### config.mk
export PLATFORM = sky130hd
export DESIGN_NAME = serial_channel_command_decode
export DESIGN_NICKNAME = d
export VERILOG_FILES = /design/src/hdl/cmd_decode_pkg.sv /design/src/hdl/serial_channel_command_decode.sv
export SDC_FILE = /design/constraint.sdc
export NUM_CORES = 1
export LEC_CHECK = 0
export ABC_AREA = 1
export BUFFER_PORTS_ARGS = -buffer_cell sky130_fd_sc_hd__buf_2
export CAP_MARGIN = 20
export CORE_MARGIN = 5
export CORE_UTILIZATION = 41
export CTS_CLUSTER_DIAMETER = 150
export DETAILED_ROUTE_END_ITERATION = 8
export PLACE_DENSITY_LB_ADDON = 0.1
export SLEW_MARGIN = 10
export SYNTH_ARGS = -nofsm -noshare
export SYNTH_HDL_FRONTEND = slang
export SYNTH_SLANG_ARGS = --single-unit
### constraint.sdc
create_clock -name clk_i -period 1 [get_ports clk_i]
set_clock_uncertainty 0.1 [all_clocks]
set_input_delay 0.1 -clock clk_i [delete_from_list [all_inputs] [get_ports clk_i]]
set_output_delay 0.1 -clock clk_i [all_outputs]
set_load 0.03 [all_outputs]
### src/hdl/cmd_decode_pkg.sv
// constants for the per-channel command register decoder
// assumes one bus clock shared by host write port and channel logic
// Operation
// - code 00 takes no crc action
// - code 01 restarts receive crc checker
// - receiver disable or sdlc-mode frame gap restarts checker
// - code 10 restarts transmit crc; reset doesn't
// - code 11 clears latch; underrun then appends crc
// - sdlc abort-on-underrun with latch clear sends abort
// - crc start sets latch, winning over a same-cycle clear
// - tx disabled: latch kept, status interrupt raised
// - command 000 does nothing
// - command 001 adds eight to pointer in non-muxed mode
// - status bits latch; 010 re-enables them
// - persisting queued change interrupts again after reset
// - 011 sends abort in sdlc mode only, empties buffer, sets latch
// - 100 re-arms first-character receive interrupt
// - 101 clears tx pending until load or crc
// - 110 clears errors and releases held data
// - held special data discarded if reset first
// - 111 clears highest interrupt-under-service bit
// - non-muxed: low bits select registers 0-7
// - muxed: 10 shift left, 11 shift right
package cmd_decode_pkg;
  localparam int CRC_MSB = 7;
  localparam int CRC_LSB = 6;
  localparam int CMD_MSB = 5;
  localparam int CMD_LSB = 3;
  localparam int PTR_MSB = 2;
  localparam int PTR_LSB = 0;
  localparam int PTR_W   = 4;

  typedef enum logic [1:0] {
    CRC_NULL     = 2'b00,
    CRC_RX_RST   = 2'b01,
    CRC_TX_RST   = 2'b10,
    CRC_EOM_CLR  = 2'b11
  } crc_code_t;

  typedef enum logic [2:0] {
    CMD_NULL     = 3'b000,
    CMD_POINT_HI = 3'b001,
    CMD_EXT_RST  = 3'b010,
    CMD_ABORT    = 3'b011,
    CMD_RX_FIRST = 3'b100,
    CMD_TX_PEND  = 3'b101,
    CMD_ERR_RST  = 3'b110,
    CMD_IUS_RST  = 3'b111
  } cmd_code_t;

  localparam logic [1:0] SHIFT_LEFT  = 2'b10;
  localparam logic [1:0] SHIFT_RIGHT = 2'b11;
  localparam logic [3:0] HIGH_BANK   = 4'h8;
  localparam logic [3:0] PTR_RST     = 4'h0;
endpackage : cmd_decode_pkg

### src/hdl/serial_channel_command_decode.sv
// per-channel command register decoder with eom and status latches
// assumes host writes are one-cycle strobes synchronous to clk_i
`timescale 1ns/10ps
module serial_channel_command_decode (
  input  wire logic       clk_i,            // bus clock
  input  wire logic       sys_rst_i,        // async reset, high
  input  wire logic       wr_i,             // command write strobe
  input  wire logic [7:0] wdata_i,          // command byte
  input  wire logic       muxed_bus_i,      // multiplexed bus mode
  input  wire logic       ptr_done_i,       // pointer used by access
  input  wire logic       sdlc_mode_i,      // bit-oriented mode
  input  wire logic       abort_on_urun_i,  // abort on underrun
  input  wire logic       tx_enable_i,      // transmitter enabled
  input  wire logic       rx_enable_i,      // receiver enabled
  input  wire logic       frame_end_i,      // sdlc frame boundary
  input  wire logic       tx_underrun_i,    // transmitter underrun
  input  wire logic       crc_start_i,      // crc sending begins
  input  wire logic       crc_done_i,       // crc fully sent
  input  wire logic       tx_load_i,        // char loaded to buffer
  input  wire logic       tx_empty_i,       // transmit buffer empty
  input  wire logic       ext_change_i,     // raw status change
  input  wire logic [7:0] ext_status_i,     // live status bits
  input  wire logic       special_cond_i,   // special rx condition
  input  wire logic       rx_special_mode_i,// first/special int mode
  output logic [3:0]      reg_ptr_o,        // next register select
  output logic            shift_left_o,     // muxed shift left
  output logic            shift_right_o,    // muxed shift right
  output logic            rx_crc_init_o,    // receive crc init pulse
  output logic            tx_crc_init_o,    // transmit crc init pulse
  output logic            eom_latch_o,      // underrun/eom latch
  output logic            append_crc_o,     // append crc pulse
  output logic            send_abort_o,     // abort then flag pulse
  output logic            abort_ones_o,     // abort ones command
  output logic            tx_flush_o,       // empty transmit buffer
  output logic [7:0]      ext_latched_o,    // latched status bits
  output logic            ext_int_o,        // status interrupt pend
  output logic            rx_first_arm_o,   // first char re-armed
  output logic            tx_int_o,         // tx interrupt pending
  output logic            err_clear_o,      // clear error bits
  output logic            rx_hold_o,        // fifo held on special
  output logic            rx_discard_o,     // discard held data
  output logic            ius_clear_o       // clear highest ius
);
  logic [1:0] crc;
  logic [2:0] cmd;
  logic [2:0] low;
  assign crc = wr_i ? wdata_i[cmd_decode_pkg::CRC_MSB:
                              cmd_decode_pkg::CRC_LSB] : 2'b00;
  assign cmd = wr_i ? wdata_i[cmd_decode_pkg::CMD_MSB:
                              cmd_decode_pkg::CMD_LSB] : 3'b000;
  assign low = wdata_i[cmd_decode_pkg::PTR_MSB:cmd_decode_pkg::PTR_LSB];

  // ------------------------------------------------------------------
  // command decode
  // ------------------------------------------------------------------
  typedef cmd_decode_pkg::crc_code_t crc_code_t;
  typedef cmd_decode_pkg::cmd_code_t cmd_code_t;
  logic c_rx, c_tx, c_eom, c_hi, c_ext, c_abt, c_first, c_txp, c_err;
  logic c_ius;
  always_comb begin
    c_rx = 1'b0;
    c_tx = 1'b0;
    c_eom = 1'b0;
    unique case (crc_code_t'(crc))
      cmd_decode_pkg::CRC_NULL:    ;
      cmd_decode_pkg::CRC_RX_RST:  c_rx = 1'b1;
      cmd_decode_pkg::CRC_TX_RST:  c_tx = 1'b1;
      cmd_decode_pkg::CRC_EOM_CLR: c_eom = 1'b1;
    endcase
    c_hi = 1'b0;
    c_ext = 1'b0;
    c_abt = 1'b0;
    c_first = 1'b0;
    c_txp = 1'b0;
    c_err = 1'b0;
    c_ius = 1'b0;
    unique case (cmd_code_t'(cmd))
      cmd_decode_pkg::CMD_NULL:     ;
      cmd_decode_pkg::CMD_POINT_HI: c_hi = 1'b1;
      cmd_decode_pkg::CMD_EXT_RST:  c_ext = 1'b1;
      cmd_decode_pkg::CMD_ABORT:    c_abt = 1'b1;
      cmd_decode_pkg::CMD_RX_FIRST: c_first = 1'b1;
      cmd_decode_pkg::CMD_TX_PEND:  c_txp = 1'b1;
      cmd_decode_pkg::CMD_ERR_RST:  c_err = 1'b1;
      cmd_decode_pkg::CMD_IUS_RST:  c_ius = 1'b1;
    endcase
  end

  // ------------------------------------------------------------------
  // next state
  // ------------------------------------------------------------------
  logic [3:0] ptr_q, ptr_d;
  logic       sl_q, sl_d, sr_q, sr_d;
  logic       rxen_q;
  logic       rxi_q, rxi_d, txi_q, txi_d, eomc_q, eomc_d, abt_q, abt_d;
  logic       eom_q, eom_d, tx_q, tx_d, ext_q, ext_d, arm_q, arm_d;
  logic       txs_q, txs_d, hold_q, hold_d, err_q, err_d, disc_q, disc_d;
  logic       ius_q, ius_d, flush_q, flush_d, ab1_q, ab1_d;
  logic       queued_q, queued_d;
  logic [7:0] lat_q, lat_d;
  always_comb begin
    ptr_d = ptr_q;
    sl_d  = 1'b0;
    sr_d  = 1'b0;
    if (ptr_done_i) ptr_d = cmd_decode_pkg::PTR_RST;
    if (wr_i && muxed_bus_i) begin
      sl_d = (low[1:0] == cmd_decode_pkg::SHIFT_LEFT);
      sr_d = (low[1:0] == cmd_decode_pkg::SHIFT_RIGHT);
    end else if (wr_i) begin
      ptr_d = {1'b0, low} | (c_hi ? cmd_decode_pkg::HIGH_BANK
                                  : cmd_decode_pkg::PTR_RST);
    end
    rxi_d = c_rx || (rxen_q && !rx_enable_i)
            || (sdlc_mode_i && frame_end_i);
    txi_d = c_tx;
    eom_d = eom_q;
    if (c_eom && tx_enable_i) eom_d = 1'b0;
    if (crc_start_i || c_abt) eom_d = 1'b1;
    eomc_d = tx_underrun_i && !eom_q
             && !(sdlc_mode_i && abort_on_urun_i);
    abt_d  = tx_underrun_i && !eom_q
             && sdlc_mode_i && abort_on_urun_i;
    ab1_d   = c_abt && sdlc_mode_i;
    flush_d = c_abt;
    // status latch: freeze on interrupt, queue further changes
    ext_d = ext_q;
    lat_d = lat_q;
    queued_d = queued_q;
    if (!ext_q) lat_d = ext_status_i;
    if (ext_q && ext_change_i) queued_d = 1'b1;
    if (c_ext) begin
      ext_d = 1'b0;
      lat_d = ext_status_i;
      queued_d = 1'b0;
      if (queued_q && (ext_status_i != lat_q)) ext_d = 1'b1;
    end
    if (!ext_q && ext_change_i) ext_d = 1'b1;
    if (c_eom && !tx_enable_i && (!ext_q || c_ext)) begin
      ext_d = 1'b1;
      lat_d = ext_status_i;
    end
    arm_d = arm_q;
    if (c_first) arm_d = 1'b1;
    else if (special_cond_i) arm_d = 1'b0;
    txs_d = txs_q;
    if (c_txp) txs_d = 1'b1;
    if (tx_load_i || crc_done_i) txs_d = 1'b0;
    tx_d = tx_empty_i && tx_enable_i && !txs_d;
    hold_d = hold_q;
    if (special_cond_i && rx_special_mode_i) hold_d = 1'b1;
    else if (c_err) hold_d = 1'b0;
    err_d  = c_err;
    disc_d = c_err && hold_q;
    ius_d  = c_ius;
  end

  // ------------------------------------------------------------------
  // registers
  // ------------------------------------------------------------------
  always_ff @(posedge clk_i or posedge sys_rst_i) begin
    if (sys_rst_i) begin
      ptr_q <= cmd_decode_pkg::PTR_RST;
      sl_q <= 1'b0;
      sr_q <= 1'b0;
      rxen_q <= 1'b0;
      rxi_q <= 1'b0;
      txi_q <= 1'b0;
      eomc_q <= 1'b0;
      abt_q <= 1'b0;
      eom_q <= 1'b1;
      tx_q <= 1'b0;
      ext_q <= 1'b0;
      arm_q <= 1'b0;
      txs_q <= 1'b0;
      hold_q <= 1'b0;
      err_q <= 1'b0;
      disc_q <= 1'b0;
      ius_q <= 1'b0;
      flush_q <= 1'b0;
      ab1_q <= 1'b0;
      queued_q <= 1'b0;
      lat_q <= 8'h00;
    end else begin
      ptr_q <= ptr_d;
      sl_q <= sl_d;
      sr_q <= sr_d;
      rxen_q <= rx_enable_i;
      rxi_q <= rxi_d;
      txi_q <= txi_d;
      eomc_q <= eomc_d;
      abt_q <= abt_d;
      eom_q <= eom_d;
      tx_q <= tx_d;
      ext_q <= ext_d;
      arm_q <= arm_d;
      txs_q <= txs_d;
      hold_q <= hold_d;
      err_q <= err_d;
      disc_q <= disc_d;
      ius_q <= ius_d;
      flush_q <= flush_d;
      ab1_q <= ab1_d;
      queued_q <= queued_d;
      lat_q <= lat_d;
    end
  end

  assign reg_ptr_o      = ptr_q;
  assign shift_left_o   = sl_q;
  assign shift_right_o  = sr_q;
  assign rx_crc_init_o  = rxi_q;
  assign tx_crc_init_o  = txi_q;
  assign eom_latch_o    = eom_q;
  assign append_crc_o   = eomc_q;
  assign send_abort_o   = abt_q;
  assign abort_ones_o   = ab1_q;
  assign tx_flush_o     = flush_q;
  assign ext_latched_o  = lat_q;
  assign ext_int_o      = ext_q;
  assign rx_first_arm_o = arm_q;
  assign tx_int_o       = tx_q;
  assign err_clear_o    = err_q;
  assign rx_hold_o      = hold_q;
  assign rx_discard_o   = disc_q;
  assign ius_clear_o    = ius_q;
endmodule : serial_channel_command_decode

==> impl_results.md, run 1 <==
- Synth cell count leaders: nand2_1, dfrtp_1, inv_1, nor2_1, nand3_1
- Via count: 1,523
- Final Max Tran Viols: 0
- Max-cap violations: 0
- Tot Pwr: 4.76 mW
- Status: finished with violations
- CTS Sinks: 31
- Longest Clk Path Bufs: 2
- Worst path cell trace: buf_6
- PortBufs: 61
- Post-DRT Antenna Nets: 0
- TNS Setup: -3.04 ns
- Synthesized area per cell: 8.69 sq um
- Max-Slew Margin vs Limit: 78.0%
- Max Clk Rate: 0.805 GHz
- Largest cells by area after synthesis: dfrtp_1, nand2_1, inv_1, nand3_1, nor2_1
- Row cnt: 21
- Layout cells sized above 1: 46.3%
- Yosys cell types: 23
- Slew of the pin with the lowest slew margin: 0.330 ns
- Starting Density: 41.6%
- Share of flip-flops with an asynchronous set or reset: 100%
- # setup viols final: 40
- Leakage: 1.41 nW
- Simple-Gate Fraction of Synth Area: 25.3%
- Max FFs per register: 8
- CP startpoint kind: flop
- Fin crit share: 124%
- Synth Area in Compound Gates: 7.33%
- Cell taking the most area after synthesis: dfrtp_1
- Critical path buffers and inverters: 1
- VDD IR-drop max: 0.904 mV
- Clock Pin Slew Worst Setup and Hold Paths: 0.09 ns
- Syn_nets: 191
- Synth Register Bits: 31
- Post-synthesis sequential area ratio: 56.9%
- Clk Latency, worst-skew pair: 0.32 ns
- Largest family of logic cells by synthesized area: simple AND/OR/NAND/NOR gates
- CP max stage delay: 0.58 ns
- Met2 Usage GRT: 38.2%
- Vias per cell: 4.63
- GRT busiest layer: met2
- Inserted Clock Buffers: 5
- Chip height: 67.7 um
- Width of the die: 67.7 um
- Initial antenna violation count: 0
- Class of the worst hold path: in -> reg
- Pwr/cell area: 1800 nW/um^2
- Area share of fa/ha/maj cells after synthesis: 0%
- CTS tree: built
- Syn-to-layout area delta: 93.9%
- Critical Path Sink Type: output port
- Synthesized area: 1370 sq um
- Core area: 3280 sq um
- Largest net degree at the start of global routing: 16
- Top Family by Delay on Critical Path: flip-flops
- Mux contribution to synthesized area: 0%
- Grt met3 use: 6.66%
- WL/cell: 14.1 um
- Yosys warning total: 0
- Synth Area in XOR/XNOR: 1.92%
- Hpwl dp: 2570 um
- Placer congestion estimate: 0.755
- Number of H-tree levels: 2
- Tmin final: 1.24 ns
- RSZ-0062 raised after global routing: true
- Root buf cell: clkbuf_4
- Ant diodes: 0
- Met1 Usage GRT: 20.7%
- DRC Markers: 0
- First-pass GRT wire length: 6990 um
- Most common cell in the synthesized netlist: nand2_1
- Worst path slowest cell: dfstp_2
- Kind of critical path: reg -> out
- Post-synth EDFFs: 0
- CP arrival: 1.04 ns
- Final Hold Vio Count: 0
- Req. time, crit path: 0.80 ns
- Synth top area share: 55.0%
- Main synth FF type: dfrtp_1
- # nets final: 316
- Final wirelength: 4630 um
- Total GRT Usage: 21.1%
- Violated checks: negative setup slack
- Vias in the first global route: 1,605
- Pre-CTS setup slack: -0.131 ns
- Mapped Cells: 157
- Io pins: 62
- Finished Core Util: 80.6%
- Initial DRC Count: 50
- Max FO, Critical Path: 3
- Worst setup margin: -0.242 ns
- Die area: 4580 sq um
- First-pass iteration count of the detailed router: 4
- Global route total overflow: 0
## through the flow
step / cell area (sq um) / hold WS, ns / cells
2_1_floorplan: 1380 / 0.0314 / 157
3_3_place_gp: 1870 / -0.0305 / 279
3_5_place_dp: 1870 / -0.0341 / 279
4_1_cts: 2540 / 0.0210 / 326
5_1_grt: 2650 / 0.0199 / 329
6_report: 2650 / 0.0422 / 329
## metal layers
metal  share of wire (%)  routed length, um
met5                   0                  0
met4                 3.7                170
met3                 5.2                240
met2                  58               2660
met1                  34               1550
## what timing repair did
| action | in CTS | in global routing |
|---|---|---|
| buffers inserted | 5 | 2 |
| gates cloned | 0 | 1 |
| pin swaps | 4 | 7 |
| hold buffers | 34 | 2 |
| resized for setup | 66 | 20 |
| setup endpoints to repair | 29 | 47 |
| hold endpoints to repair | 61 | 6 |
## kinds of logic (layout without fill, tap and decap cells)
kind of cell,count (synthesis),count (layout)
AO/OA/AOI/OAI,17,17
XOR/XNOR,3,3
flip-flops,31,31
AND/OR/NAND/NOR,78,78
buffers and inverters,28,154
## power by group
part           switching (mW)  internal (mW)  total (mW)
registers               0.182           1.47        1.65
logic                    1.09           1.18        2.27
clock network           0.416          0.414       0.830
total                    1.69           3.07        4.76
## worst paths after layout
path / cells past startpoint / to / start / slack [ns]
min reg2reg: 1 / txs_q / txs_q / 0.39
max in group asynchronous: 4 / ext_latched_o[6] / sys_rst_i / 0.15
max: 1 / eom_latch_o / eom_latch_o / -0.24
min in group asynchronous: 3 / ext_latched_o[7] / sys_rst_i / 0.16
max reg2reg: 7 / ext_int_o / ext_latched_o[3] / -0.23
min: 4 / reg_ptr_o[3] / wdata_i[4] / 0.04
## cells in the final DEF (no fill, tap or decap), types with 5 or more instances in the layout
| cell type | n |
|---|---|
| buf_2 | 33 |
| buf_4 | 15 |
| buf_6 | 35 |
| clkbuf_4 | 5 |
| dfrtp_1 | 21 |
| dfrtp_2 | 9 |
| dlygate4sd3_1 | 32 |
| inv_1 | 19 |
| inv_2 | 7 |
| nand2_1 | 37 |
| nand2_2 | 6 |
| nand3_1 | 9 |
| nor2_1 | 14 |
| o21ai_1 | 5 |
## area by class of cell
| class | instances | area, sq um |
|---|---|---|
| inverter | 26 | 97.6 |
| sequential | 31 | 788 |
| clock buffer | 8 | 68.8 |
| timing repair buffer | 120 | 1080 |
| multi-input combinational | 98 | 552 |
| fill | 213 | 638 |
| tap | 46 | 57.6 |
No activity file was read; power rests on OpenSTA's default activity.
==> run 2: changes to the inputs <==
- ABC_AREA: 1 -> unset
==> impl_results.md, run 2 <==
- Status: finished with violations
- Violated checks: negative hold slack, negative setup slack
- Post-layout instance area: 2540 sq um
- Post-DRT Antenna Nets: 0
- VDD IR-drop max: 1.78 mV
- Core area: 3080 sq um
- Largest cells by area after synthesis: dfrtp_1, mux2_4, xnor2_1, nand2_1, nand3b_1
- Mapped Cells: 107
- Final Max Tran Viols: 0
- CP arrival: 1.42 ns
- Total GRT Usage: 20.0%
- Longest Clk Path Bufs: 2
- Final wirelength: 4090 um
- Main synth FF type: dfrtp_1
- Vias in the first global route: 1,415
- DRC Markers: 0
- Placer congestion estimate: 0.777
- Synthesized area: 1330 sq um
- Pre-CTS setup slack: -0.274 ns
- Synth Register Bits: 31
- Hold WS: -0.0209 ns
- PortBufs: 61
- Global route total overflow: 0
- Row cnt: 20
- Share of flip-flops with an asynchronous set or reset: 100%
- Max-Slew Margin vs Limit: 84.1%
- Yosys cell types: 28
- Ant diodes: 0
- Top layer in use: met4
- Syn-to-layout area delta: 90.7%
- Initial antenna violation count: 0
- Max-cap violations: 0
- Clock Pin Slew Worst Setup and Hold Paths: 0.09 ns
- Post-synth EDFFs: 0
- Number of H-tree levels: 2
- Commonest non-fill, non-tap cells in the layout: buf_6, buf_2, dlygate4sd3_1, dfrtp_1, buf_4
- Leading cell type in the layout, fill and taps excluded: buf_6
- Post-synthesis sequential area ratio: 58.4%
- Critical Path Sink Type: flop
- Cell taking the most area after synthesis: dfrtp_1
- RSZ-0062 raised after global routing: true
- Tot Pwr: 4.79 mW
- Max FO, Critical Path: 2
- Max Clk Rate: 0.753 GHz
- Final Hold Vio Count: 2
- First-pass GRT wire length: 6440 um
- Initial DRC Count: 44
- Max FFs per register: 8
- CTS Sinks: 31
- Root buf cell: clkbuf_4
- Yosys warning total: 0
- CTS tree: built
- Io pins: 62
- Largest net degree at the start of global routing: 32
- Area after DPL: 1820 sq um
- Syn_nets: 141
- # nets final: 266
- Leakage: 1.25 nW
- Finished Core Util: 82.5%
- Width of the die: 67.0 um
- Req. time, crit path: 1.09 ns
- CP startpoint kind: flop
- Pwr/cell area: 1890 nW/um^2
- Chip height: 67.0 um
- Via count: 1,279
- Routed length on met3: 223 um
- First-pass iteration count of the detailed router: 4
- Vias per cell: 4.62
- Slew of the pin with the lowest slew margin: 0.237 ns
- Synthesized area per cell: 12.4 sq um
- Layout cells sized above 1: 54.9%
- Met2 wire length: 2310 um
- Synth top area share: 56.4%
- Clk Latency, worst-skew pair: 0.32 ns
- Worst setup margin: -0.328 ns
- Kind of critical path: reg -> reg
- # setup viols final: 41
- Inserted Clock Buffers: 5
- Hpwl dp: 2420 um
- Die area: 4490 sq um
- Fin crit share: 133%
- Starting Density: 43.3%
- Class of the worst hold path: in -> reg
- WL/cell: 14.8 um
- Met1 WL: 1510 um
- Synth cell count leaders: dfrtp_1, nand2_1, nor2_1, mux2_4, xnor2_1
- Tmin final: 1.33 ns
- Most common cell in the synthesized netlist: dfrtp_1
-- run 2: changes by cell type after synthesis, moves of 6 or more --
| cell | previous run | this run |
|---|---|---|
| nand3_1 | 11 | 3 |
| nand2_1 | 44 | 11 |
| mux2_4 | 0 | 8 |
| inv_1 | 25 | 5 |
| o21ai_1 | 6 | 0 |
-- run 2: where the power goes --
group	leakage, nW	switching [mW]	internal (mW)	total [mW]
logic	0.830	0.941	1.33	2.28
registers	0.379	0.211	1.48	1.69
clock network	0.0386	0.408	0.413	0.822
-- run 2: area by class of cell --
cell class	instances	area, sq um
Timing Repair Buffer	119	1040
Multi-Input combinational cell	70	564
Fill cell	192	539
Clock buffer	8	68.8
Tap cell	44	55.1
Inverter	5	18.8
Sequential cell	31	788
-- run 2: cells by family (layout without fill, tap and decap cells) --
family                    Yosys count  count (layout)  share of synthesized area, %
AOI/OAI and AO/OA                  11              11                          5.83
xor gates and xnor gates            8               8                          5.26
buffers and inverters               7             132                          3.76
DFF                                31              31                          58.4
muxes                               8               8                          9.02
and+or+nand+nor                    42              43                          17.8
-- run 2: worst max-delay path, cell delays in order (launching register included) --
cell and delay [ns]:
dfrtp_2 0.45, xnor2_2 0.17, nand4_1 0.13, o211ai_1 0.19, o2111ai_1 0.15
-- run 2: routing by layer --
metal / track usage (%) / up-vias
met2: 37.6 / 41
met5: 0 / -
li1: - / 610
met3: 6.41 / 4
met1: 19.6 / 624
met4: 9.11 / 0
-- run 2: repair_timing --
item,in CTS,in global routing
pin swaps,2,2
setup buffers,9,2
setup endpoints to repair,37,41
hold endpoints to repair,59,4
resized for setup,68,8
cloned,1,0
hold buffers,28,2
-- run 2: path summary, 6_finish.rpt --
kind                       cells past startpoint  slack, ns             start     endpoint
setup / recovery                               4      -0.33  ext_latched_o[4]    ext_int_o
hold / removal                                 3      -0.02        wdata_i[5]  err_clear_o
setup reg to reg                               4      -0.33  ext_latched_o[4]    ext_int_o
hold reg to reg                                2       0.43          queued_q     queued_q
max in group asynchronous                      4       0.31         sys_rst_i  eom_latch_o
min in group asynchronous                      4       0.26         sys_rst_i    rx_hold_o
-- run 2: through the flow --
step,instances,setup TNS [ns]
6_report,277,-5.04
5_1_grt,277,-6.65
4_1_cts,274,-5.16
3_5_place_dp,228,-2.21
2_1_floorplan,107,-1.96
3_3_place_gp,228,-2.07
==> run 3: changes to the inputs <==
- CELL_PAD_IN_SITES_DETAIL_PLACEMENT: unset -> 0
- CELL_PAD_IN_SITES_GLOBAL_PLACEMENT: unset -> 1
- CORE_UTILIZATION: 41 -> 31
==> impl_results.md, run 3 (same netlist as run 2, synthesis figures left out) <==
- Chip height: 75.5 um
- Final wirelength: 3800 um
- Hpwl dp: 2500 um
- Final Hold Vio Count: 0
- CP Launch Point: ext_latched_o[5]
- Placer congestion estimate: 0.752
- Max Clk Rate: 0.799 GHz
- Width of the die: 75.5 um
- Vias per cell: 4.36
- VDD IR-drop max: 1.58 mV
- Longest Clk Path Bufs: 2
- Status: finished with violations
- Die area: 5700 sq um
- Violated checks: negative setup slack
- Commonest non-fill, non-tap cells in the layout: buf_6, buf_2, dlygate4sd3_1, dfrtp_1, buf_4
- Clock Pin Slew Worst Setup and Hold Paths: 0.06 ns
- Kind of critical path: reg -> out
- Reg area: 788 sq um
- Hold Path Origin: ext_status_i[7]
- Footprint of the multi-input gates: 552 sq um
- Net Sw Frac: 31.7%
- Initial antenna violation count: 0
- Layout cells sized above 1: 53.2%
- Global route total overflow: 0
- FILL cells: 334
- Initial DRC Count: 18
- Vias in the first global route: 1,363
- Share of power burned in registers: 34.6%
- First-pass GRT wire length: 5930 um
- Placed insts: 236
- Worst path slowest cell: dfrtp_2
- Via count: 1,226
- Hold WS: 0.0151 ns
- Row cnt: 23
- Worst setup margin: -0.252 ns
- Finished Core Util: 61.9%
- Max FFs per register: 8
- Number of H-tree levels: 2
- # nets final: 264
- Starting Density: 32.6%
- Post-DRT Antenna Nets: 0
- PortBufs: 61
- Leading cell type in the layout, fill and taps excluded: buf_6
- Req. time, crit path: 0.80 ns
- Worst path cell trace: buf_4 > buf_6 > buf_6
- Pwr/cell area: 1910 nW/um^2
- Inserted Clock Buffers: 5
- CP arrival: 1.05 ns
- Io pins: 62
- Tot Pwr: 4.83 mW
- CP startpoint kind: flop
- Power share of the combinational group: 46.4%
- RSZ-0062 raised after global routing: true
- Worst R2R Start: ext_latched_o[2]
- Leakage: 1.23 nW
- Final Max Tran Viols: 0
- Root buf cell: clkbuf_8
- CTS Sinks: 31
- NetSw: 1.53 mW
- Critical path buffers and inverters: 3
- Fin crit share: 125%
- Int Power: 3.30 mW
- Tmin final: 1.25 ns
- Slew of the pin with the lowest slew margin: 0.213 ns
- Max-cap violations: 0
- TNS Setup: -2.72 ns
- Clk Latency, worst-skew pair: 0.27 ns
- Syn-to-layout area delta: 90.0%
- WL/cell: 13.5 um
- Post-Layout Cell Count: 281
- CP max stage delay: 0.41 ns
- CTS tree: built
- First-pass iteration count of the detailed router: 3
- Core area: 4090 sq um
- # setup viols final: 26
- DRC Markers: 0
- Clock power share: 19.1%
- Critical Path Sink Type: output port
- Largest net degree at the start of global routing: 32
- Max FO, Critical Path: 2
- Class of the worst hold path: in -> reg
- Most common cell type on the critical path: buf_6
- Total GRT Usage: 13.8%
- Top Family by Delay on Critical Path: flip-flops
- Ant diodes: 0
- Max-Slew Margin vs Limit: 85.8%
## run 3: cell types whose count changed in the layout (fill, tap and decap cells not counted), sizes merged
cell          delta
dlymetal6s4s     -1
buf              -1
## run 3: power groups by stage
stage / clock [mW] / sequential, mW / combinational, mW
floorplan: 0 / 2.05 / 0.549
CTS: 0.964 / 1.65 / 2.02
global placement: 0 / 1.63 / 1.55
finish: 0.919 / 1.67 / 2.24
global route: 1.04 / 1.70 / 2.38
detailed placement: 0 / 1.63 / 1.58
## run 3: worst register-to-register path: cells and delay by family (launching register included)
kind            cells  cell delay, ns
simple gates        1            0.11
flops               1            0.41
compound gates      2            0.30
xor+xnor            1            0.17
## run 3: per-stage QoR
stage               setup WS (ns)  cell area, sq um
detailed placement         -0.251              1840
finish                     -0.252              2530
floorplan                  -0.220              1340
global route               -0.325              2530
CTS                        -0.214              2400
global placement           -0.204              1840
## run 3: repair_timing
item,4_1_cts,5_1_grt
setup endpoints to repair,37,40
hold endpoints to repair,53,3
resized for setup,62,13
buffers inserted,3,5
pin swaps,2,1
cloned,0,1
hold buffers,25,3
## run 3: area by class of cell
type,count,area share (%)
Inverter,5,0.742
Tap cell,50,2.47
Clock buffer,8,3.17
Multi-Input combinational cell,70,21.8
Sequential cell,31,31.2
Timing Repair Buffer,117,40.7
## run 3: layer usage
layer	part of all wire, %	GRT usage [%]	wire, um
met5	0	0	0
met4	0.71	4.08	27
met3	6.5	5.01	246
met2	54	25.1	2030
met1	39	15.0	1490
## run 3: worst paths after layout
check	end	slack [ns]	cells past startpoint
worst max-delay path	ext_latched_o[5]	-0.25	3
worst min-delay path	ext_latched_o[7]	0.02	2
max in group asynchronous	eom_latch_o	0.25	4
worst max register to register	ext_int_o	-0.22	4
min in group asynchronous	ext_latched_o[1]	0.31	4
worst min register to register	queued_q	0.43	2
